File: src/include/charger_timer_pkg.sv
// Register map, field layout, reset values and timer figures for the timer control bank
package charger_timer_pkg;
  localparam int ADDR_W = 8;
  localparam int DATA_W = 8;
  localparam logic [7:0] OFS_OTG = 8'h0D;
  localparam logic [7:0] OFS_TIMER = 8'h0E;
  localparam logic [7:0] OFS_CTRL = 8'h0F;
  localparam logic [7:0] RST_OTG = 8'h4B;
  localparam logic [7:0] RST_TIMER = 8'h3D;
  localparam logic [7:0] RST_CTRL = 8'hA2;
  localparam logic [7:0] READ_ZERO = 8'h00;
  // Offset and otg_limit_and_precharge_timer fields
  localparam int OTG_PRE_BIT = 7;
  localparam int OTG_LIM_MSB = 6;
  localparam int OTG_LIM_W = 7;
  localparam logic [6:0] OTG_LIM_MIN = 7'h04;
  localparam int OTG_STEP_MA = 40;
  localparam int OTG_MA_W = 13;
  // safety_timer_control fields
  localparam int TOP_MSB = 7;
  localparam int TOP_LSB = 6;
  localparam int TRI_EN_BIT = 5;
  localparam int PRE_EN_BIT = 4;
  localparam int FAST_EN_BIT = 3;
  localparam int FAST_MSB = 2;
  localparam int FAST_LSB = 1;
  localparam int HALF_BIT = 0;
  // charge_main_control fields
  localparam int AUTO_DIS_BIT = 7;
  localparam int FORCE_DIS_BIT = 6;
  localparam int CHG_EN_BIT = 5;
  localparam int OPT_EN_BIT = 4;
  localparam int OPT_FORCE_BIT = 3;
  localparam int HIZ_BIT = 2;
  localparam int TERM_BIT = 1;
  // Timer durations in minutes
  localparam int MIN_W = 11;
  localparam logic [10:0] PRE_LONG_MIN = 11'h078;
  localparam logic [10:0] PRE_SHORT_MIN = 11'h01E;
  localparam logic [10:0] TRICKLE_MIN = 11'h03C;
  localparam logic [10:0] TOP_OFF_MIN = 11'h000;
  localparam logic [10:0] TOP_15_MIN = 11'h00F;
  localparam logic [10:0] TOP_30_MIN = 11'h01E;
  localparam logic [10:0] TOP_45_MIN = 11'h02D;
  localparam logic [10:0] FAST_5H_MIN = 11'h12C;
  localparam logic [10:0] FAST_8H_MIN = 11'h1E0;
  localparam logic [10:0] FAST_12H_MIN = 11'h2D0;
  localparam logic [10:0] FAST_24H_MIN = 11'h5A0;
  localparam int SYNC_W = 4;
  localparam int SY_ADAPTER = 0;
  localparam int SY_DPM = 1;
  localparam int SY_THERMAL = 2;
  localparam int SY_OVP = 3;
endpackage : charger_timer_pkg

File: src/logic/charger_timer_control_regs.sv
// Timer, OTG limit and charger control register bank of the battery charger
`timescale 1ns/1ps

module charger_timer_control_regs
  import charger_timer_pkg::*;
(
  input wire logic clock,
  input wire logic rst,
  input wire logic clk_en,
  input wire logic wr_en,
  input wire logic rd_en,
  input wire logic [ADDR_W-1:0] addr,
  input wire logic [DATA_W-1:0] wdata,
  output logic [DATA_W-1:0] rdata,
  input wire logic reg_reset_req,
  input wire logic watchdog_expired,
  input wire logic optimizer_started,
  input wire logic adapter_plug_pin,
  input wire logic dpm_pin,
  input wire logic thermal_reg_pin,
  input wire logic battery_ovp_pin,
  output logic [OTG_MA_W-1:0] otg_limit_ma,
  output logic [MIN_W-1:0] precharge_minutes,
  output logic [MIN_W-1:0] trickle_minutes,
  output logic [MIN_W-1:0] topoff_minutes,
  output logic [MIN_W-1:0] fast_minutes,
  output logic topoff_active,
  output logic trickle_run,
  output logic precharge_run,
  output logic fast_run,
  output logic timer_half_rate,
  output logic timer_reset,
  output logic discharge_on,
  output logic charge_on,
  output logic term_allowed,
  output logic hiz_on,
  output logic optimizer_on,
  output logic optimizer_run_req
);

  // ----------------------------------------
  // Helper functions
  // ----------------------------------------
  function automatic logic [OTG_LIM_W-1:0] clamp_limit(input logic [OTG_LIM_W-1:0] code);
    clamp_limit = (code < OTG_LIM_MIN) ? OTG_LIM_MIN : code;
  endfunction : clamp_limit

  function automatic logic [MIN_W-1:0] topoff_decode(input logic [1:0] code);
    unique case (code)
      2'h0: topoff_decode = TOP_OFF_MIN;
      2'h1: topoff_decode = TOP_15_MIN;
      2'h2: topoff_decode = TOP_30_MIN;
      2'h3: topoff_decode = TOP_45_MIN;
    endcase
  endfunction : topoff_decode

  function automatic logic [MIN_W-1:0] fast_decode(input logic [1:0] code);
    unique case (code)
      2'h0: fast_decode = FAST_5H_MIN;
      2'h1: fast_decode = FAST_8H_MIN;
      2'h2: fast_decode = FAST_12H_MIN;
      2'h3: fast_decode = FAST_24H_MIN;
    endcase
  endfunction : fast_decode

  // ----------------------------------------
  // Pin synchronisers
  // ----------------------------------------
  logic [SYNC_W-1:0] sync1_q;
  logic [SYNC_W-1:0] sync2_q;
  logic [SYNC_W-1:0] sync3_q;
  logic [SYNC_W-1:0] pins_q;
  logic [SYNC_W-1:0] pins_d;
  logic adapter_prev_q;
  logic adapter_plug;

  always_ff @(posedge clock) begin
    if (rst) begin
      sync1_q <= '0;
      sync2_q <= '0;
      sync3_q <= '0;
    end else if (clk_en) begin
      sync1_q <= {battery_ovp_pin, thermal_reg_pin, dpm_pin, adapter_plug_pin};
      sync2_q <= sync1_q;
      sync3_q <= sync2_q;
    end
  end

  // Accept a change once the two later stages agree
  always_comb begin
    for (int i = 0; i < SYNC_W; i++) begin
      pins_d[i] = (sync2_q[i] == sync3_q[i]) ? sync3_q[i] : pins_q[i];
    end
  end

  always_ff @(posedge clock) begin
    if (rst) begin
      pins_q <= '0;
      adapter_prev_q <= 1'b0;
    end else if (clk_en) begin
      pins_q <= pins_d;
      adapter_prev_q <= pins_q[SY_ADAPTER];
    end
  end

  assign adapter_plug = pins_q[SY_ADAPTER] & ~adapter_prev_q;

  // ----------------------------------------
  // Register fields
  // ----------------------------------------
  logic pre_sel_q;
  logic [OTG_LIM_W-1:0] otg_lim_q;
  logic [1:0] top_sel_q;
  logic tri_en_q;
  logic pre_en_q;
  logic fast_en_q;
  logic [1:0] fast_sel_q;
  logic half_en_q;
  logic auto_dis_q;
  logic force_dis_q;
  logic chg_en_q;
  logic opt_en_q;
  logic opt_force_q;
  logic hiz_q;
  logic term_q;
  logic wr_otg;
  logic wr_timer;
  logic wr_ctrl;
  logic wd_hit;

  assign wr_otg = wr_en && (addr == OFS_OTG);
  assign wr_timer = wr_en && (addr == OFS_TIMER);
  assign wr_ctrl = wr_en && (addr == OFS_CTRL);
  assign wd_hit = watchdog_expired && !reg_reset_req;

  // Watchdog-reset fields of the OTG and timer registers
  always_ff @(posedge clock) begin
    if (rst) begin
      pre_sel_q <= RST_OTG[OTG_PRE_BIT];
      otg_lim_q <= RST_OTG[OTG_LIM_MSB:0];
      {top_sel_q, tri_en_q, pre_en_q, fast_en_q, fast_sel_q, half_en_q} <= RST_TIMER;
    end else if (clk_en) begin
      if (reg_reset_req || watchdog_expired) begin
        pre_sel_q <= RST_OTG[OTG_PRE_BIT];
        otg_lim_q <= RST_OTG[OTG_LIM_MSB:0];
        {top_sel_q, tri_en_q, pre_en_q, fast_en_q, fast_sel_q, half_en_q} <= RST_TIMER;
      end else begin
        if (wr_otg) begin
          pre_sel_q <= wdata[OTG_PRE_BIT];
          otg_lim_q <= clamp_limit(wdata[OTG_LIM_MSB:0]);
        end
        if (wr_timer) begin
          {top_sel_q, tri_en_q, pre_en_q, fast_en_q, fast_sel_q, half_en_q} <= wdata;
        end
      end
    end
  end

  // Charger control fields that only a register reset restores
  always_ff @(posedge clock) begin
    if (rst) begin
      auto_dis_q <= RST_CTRL[AUTO_DIS_BIT];
      force_dis_q <= RST_CTRL[FORCE_DIS_BIT];
      opt_en_q <= RST_CTRL[OPT_EN_BIT];
      hiz_q <= RST_CTRL[HIZ_BIT];
    end else if (clk_en) begin
      if (reg_reset_req) begin
        auto_dis_q <= RST_CTRL[AUTO_DIS_BIT];
        force_dis_q <= RST_CTRL[FORCE_DIS_BIT];
        opt_en_q <= RST_CTRL[OPT_EN_BIT];
        hiz_q <= RST_CTRL[HIZ_BIT];
      end else if (wr_ctrl) begin
        auto_dis_q <= wdata[AUTO_DIS_BIT];
        force_dis_q <= wdata[FORCE_DIS_BIT];
        opt_en_q <= wdata[OPT_EN_BIT];
        hiz_q <= wdata[HIZ_BIT];
      end else if (adapter_plug) begin
        hiz_q <= 1'b0;
      end
    end
  end

  // Charger control fields that the watchdog also restores
  always_ff @(posedge clock) begin
    if (rst) begin
      chg_en_q <= RST_CTRL[CHG_EN_BIT];
      term_q <= RST_CTRL[TERM_BIT];
    end else if (clk_en) begin
      if (reg_reset_req || watchdog_expired) begin
        chg_en_q <= RST_CTRL[CHG_EN_BIT];
        term_q <= RST_CTRL[TERM_BIT];
      end else if (wr_ctrl) begin
        chg_en_q <= wdata[CHG_EN_BIT];
        term_q <= wdata[TERM_BIT];
      end
    end
  end

  // Force-start: software sets, device clears, set wins
  always_ff @(posedge clock) begin
    if (rst) begin
      opt_force_q <= RST_CTRL[OPT_FORCE_BIT];
    end else if (clk_en) begin
      if (reg_reset_req || watchdog_expired) begin
        opt_force_q <= RST_CTRL[OPT_FORCE_BIT];
      end else if (wr_ctrl && wdata[OPT_FORCE_BIT]) begin
        opt_force_q <= 1'b1;
      end else if (optimizer_started) begin
        opt_force_q <= 1'b0;
      end
    end
  end

  // ----------------------------------------
  // Read port
  // ----------------------------------------
  always_ff @(posedge clock) begin
    if (rst) begin
      rdata <= READ_ZERO;
    end else if (clk_en && rd_en) begin
      unique case (addr)
        OFS_OTG: rdata <= {pre_sel_q, otg_lim_q};
        OFS_TIMER: rdata <= {top_sel_q, tri_en_q, pre_en_q, fast_en_q, fast_sel_q, half_en_q};
        OFS_CTRL: rdata <= {auto_dis_q, force_dis_q, chg_en_q, opt_en_q, opt_force_q, hiz_q,
                            term_q, 1'b0};
        default: rdata <= READ_ZERO;
      endcase
    end
  end

  // ----------------------------------------
  // Control outputs
  // ----------------------------------------
  always_ff @(posedge clock) begin
    if (rst) begin
      otg_limit_ma <= '0;
      precharge_minutes <= '0;
      trickle_minutes <= '0;
      topoff_minutes <= '0;
      fast_minutes <= '0;
      topoff_active <= 1'b0;
      trickle_run <= 1'b0;
      precharge_run <= 1'b0;
      fast_run <= 1'b0;
      timer_half_rate <= 1'b0;
      timer_reset <= 1'b0;
      discharge_on <= 1'b0;
      charge_on <= 1'b0;
      term_allowed <= 1'b0;
      hiz_on <= 1'b0;
      optimizer_on <= 1'b0;
    end else if (clk_en) begin
      otg_limit_ma <= OTG_MA_W'(otg_lim_q * OTG_STEP_MA);
      precharge_minutes <= pre_sel_q ? PRE_SHORT_MIN : PRE_LONG_MIN;
      trickle_minutes <= TRICKLE_MIN;
      topoff_minutes <= topoff_decode(top_sel_q);
      topoff_active <= (top_sel_q != 2'h0);
      fast_minutes <= fast_decode(fast_sel_q);
      trickle_run <= tri_en_q;
      precharge_run <= pre_en_q;
      fast_run <= fast_en_q;
      timer_half_rate <= half_en_q && (pins_q[SY_DPM] || pins_q[SY_THERMAL]);
      timer_reset <= reg_reset_req;
      discharge_on <= force_dis_q || (auto_dis_q && pins_q[SY_OVP]);
      charge_on <= chg_en_q;
      term_allowed <= term_q;
      hiz_on <= hiz_q;
      optimizer_on <= opt_en_q;
    end
  end

  assign optimizer_run_req = opt_force_q && opt_en_q;
endmodule : charger_timer_control_regs

File: config.mk
export PLATFORM = sky130hd
export DESIGN_NAME = charger_timer_control_regs
export DESIGN_NICKNAME = d
export VERILOG_FILES = /design/src/include/charger_timer_pkg.sv /design/src/logic/charger_timer_control_regs.sv
export SDC_FILE = /design/constraint.sdc
export NUM_CORES = 1
export LEC_CHECK = 0
export BUFFER_PORTS_ARGS = -buffer_cell sky130_fd_sc_hd__buf_2
export CAP_MARGIN = 20
export CORE_MARGIN = 5
export CORE_UTILIZATION = 30
export DETAILED_ROUTE_END_ITERATION = 12
export HOLD_SLACK_MARGIN = 0.02
export SLEW_MARGIN = 20
export SYNTH_ARGS = -nofsm -noshare
export SYNTH_HDL_FRONTEND = slang
export SYNTH_SLANG_ARGS = --single-unit
File: constraint.sdc
create_clock -name clock -period 2 [get_ports clock]
set_input_delay 0.4 -clock clock [delete_from_list [all_inputs] [get_ports clock]]
set_output_delay 0.4 -clock clock [all_outputs]
set_load 0.02 [all_outputs]
==> results_dict.tcl <==
set metrics [dict create \
    outcome "completed" \
    cp-startpoint "otg_lim_q[1]" \
    hp-class "in -> reg" \
    ir_worst_vdd_v 0.000391 \
    powerDensity_nw_per_um2 794 \
    synthToLayoutAreaGrowth_pct 19.1 \
    grt_max_degree 49 \
    die_w_um 125 \
    routed_wl_mm 9.75 \
    crit_top_cell "ha_1" \
    avgSynthCellArea_um2 9.46 \
    path_max_fanout 4 \
    cts.path.max_buffers 2 \
    ys_types 49 \
    cpPeakStageDelay_ps 340 \
    layout-drive-gt1-share_pct 26.1 \
    yosysSeqAreaShare_pct 41.6 \
    ys_ff_latch 82 \
    drc 0 \
    wl_met2_mm 4.45 \
    ys.warnings.count 0 \
    first_global_vias 3138 \
    gr-usage-all-layers_pct 12.4 \
    fmax_mhz 533 \
    place_hpwl_mm 7.48 \
    fin_hold_ws_ps 293 \
    critPathRequiredTime_ps 2290 \
    finalSetupTns_ps 0 \
    hp-start "dpm_pin" \
    synth_most_common_cell "dfxtp_1" \
    grt_pass1_wl_mm 15.8 \
    timing.final.hold_violations 0 \
    synthTopCellsByCount "82 x dfxtp_1, 63 x nor2_1, 34 x buf_4" \
    antenna_found_initial 0 \
    core_um2 12800 \
    top_layer "met4" \
    yosys-top-cells-area "dfxtp_1 42%, mux2i_1 8.4%, buf_4 6.5%, ha_1 6.0%, nor2_1 6.0%" \
    drv_slew 0 \
    clock_skew_ps 8.13 \
    ant_nets 0 \
    cp-end-kind "flip-flop" \
    setup_viol 0 \
    path_cells "ha_1 -> ha_1 -> inv_1 -> fa_2 -> nor2b_4 -> o31a_1 -> a211oi_1 -> o21a_1" \
    rows 41 \
    clkTransAtPathRegs_ps 70 \
    root_buffer "clkbuf_16" \
    max_slew.worst_pin.slew_ps 661 \
    dr.first_iter.drc_count 219 \
    cts_sinks 82 \
    io_buffers 82 \
    insertion_delay_ps 340 \
    crit_slowest_cell "dfxtp_1" \
    synth-edff-count 0 \
    final_nets 533 \
    setup.worst_path.start_class "flip-flop" \
    yosysTopAreaCell "dfxtp_1" \
    p_leak_nw 2.22 \
    routedWlPerCell_um 14.7 \
    min_period_ps 1880 \
    async_flop_share_pct 0 \
    routabilityCongestion 0.833 \
    cts-buffers-inserted 9 \
    holdBufCountCts 0 \
    arrival_ps 2160 \
    cts_tree "yes" \
    slew_headroom_pct 55.9 \
    io_pins 105 \
    netlist.area_leader.share_pct 41.6 \
    drtPass1Iterations 4 \
    criticalPathCategory "reg -> reg" \
    power.total_mw 3.73 \
    start_util_pct 30.9 \
    met3_length_um 868 \
    diodes 0 \
    gr-total-overflow 0 \
    dieArea_um2 15500 \
    syn_inst 417 \
    r2r_start "otg_lim_q[1]" \
    synthesis.area_um2 3940 \
    wl_met1_mm 4.33 \
    htreeDepth 3 \
    drv_cap 0 \
    num_vias 3149 \
    n_fill_cell 1292 \
    finalCritPeriodShare_pct 93.9 \
    vias_per_cell 4.76 \
    rsz0062_at_grt "false" \
    ys.flop_type "dfxtp_1" \
    die_y_um 125 \
]
## flip-flops by register name, summed over array words and instances, names as in the netlist, 2 cells and up
register / count
otg_limit_ma: 10
rdata: 8
otg_lim_q: 7
fast_minutes: 6
pins_q: 4
sync1_q: 4
sync2_q: 4
sync3_q: 4
topoff_minutes: 4
precharge_minutes: 3
fast_sel_q: 2
top_sel_q: 2
## cells by family after synthesis
family,count (synthesis),synth area share (%)
AO/OA/AOI/OAI,84,15.4
adder cells (fa/ha/maj),20,6.54
buffers and inverters,68,10.1
flip-flops,82,41.6
multiplexers,40,10.4
other,1,0.0951
AND/OR/NAND/NOR,122,15.9
## per-layer routing
metal | vias up | track usage, %
met5 | - | 0
met4 | 0 | 3.16
met3 | 14 | 3.77
met2 | 107 | 19.9
met1 | 1475 | 16.1
li1 | 1553 | -
## final cells by class
class	count	area, um^2	area share, %
clock inverters	7	78.8	1.68
inverters	10	37.5	0.799
flip-flops and latches	82	1640	34.9
repair buffers	94	500	10.7
multi-input cells	288	2000	42.5
well taps	172	215	4.58
clock buffers	9	225	4.79
## critical path: cells and delay by family (launching register included)
| family | cells | cell delay [ps] |
|---|---|---|
| adder cells (fa/ha/maj) | 3 | 730 |
| AO/OA/AOI/OAI | 3 | 630 |
| flip-flops | 1 | 340 |
| buffers and inverters | 1 | 80 |
| AND/OR/NAND/NOR | 1 | 50 |
## final timing paths
check	end	slack, ps	cells past startpoint
worst min-delay path	sync1_q[1]	290	3
worst min register to register	pins_q[3]	460	2
worst max register to register	otg_limit_ma[10]	120	8
worst max-delay path	otg_limit_ma[10]	120	8
## per-stage QoR
step                      cell area [um^2]  util (%)  setup WS (ps)  cells
after floorplan                       4020         -            221    438
after global placement                4380      34.3            140    646
after detailed placement              4380      34.3           84.5    646
after CTS                             4680      36.6           65.6    662
after global routing                  4700      36.8           2.42    662
final                                 4700      36.8            123    662
## report_power, final
part | leakage (nW) | total [mW] | internal, mW | switching, mW
combinational | 1.40 | 0.371 | 0.123 | 0.249
sequential | 0.668 | 1.69 | 1.67 | 0.0224
clock | 0.151 | 1.67 | 0.896 | 0.771
## repair_timing
action | CTS | global route
buffers inserted | 0 | 0
endpoints found under the setup margin | 0 | 3
gates resized for setup | 0 | 4
## cells in the final DEF, fill, tap and decap left out, types with 3 or more instances in the layout
cell type  Yosys  routed
inv_1         10      10
clkbuf_16      0       9
o21ai_0        7       7
dfxtp_1       82      82
nor3_1         5       5
mux2i_1       33      33
nand2_1       17      17
o22a_1         4       4
ha_1          19      19
a2bb2oi_1      5       5
buf_4         34      12
and3_1         4       4
nor2_1        63      63
inv_8          0       4
nor2b_1        5       4
a22oi_1        8       8
conb_1         1      22
nand4_1        3       3
buf_2          7      82
a21o_1         8       8
nand3_1        3       3
mux2_2         7       7
a21oi_1       17      17
o21a_1         4       4
a22o_1        13      13
o211ai_1       3       3
nor3b_1        4       4
a211oi_1       5       5
Note: power is estimated with default switching activity, not from simulation.
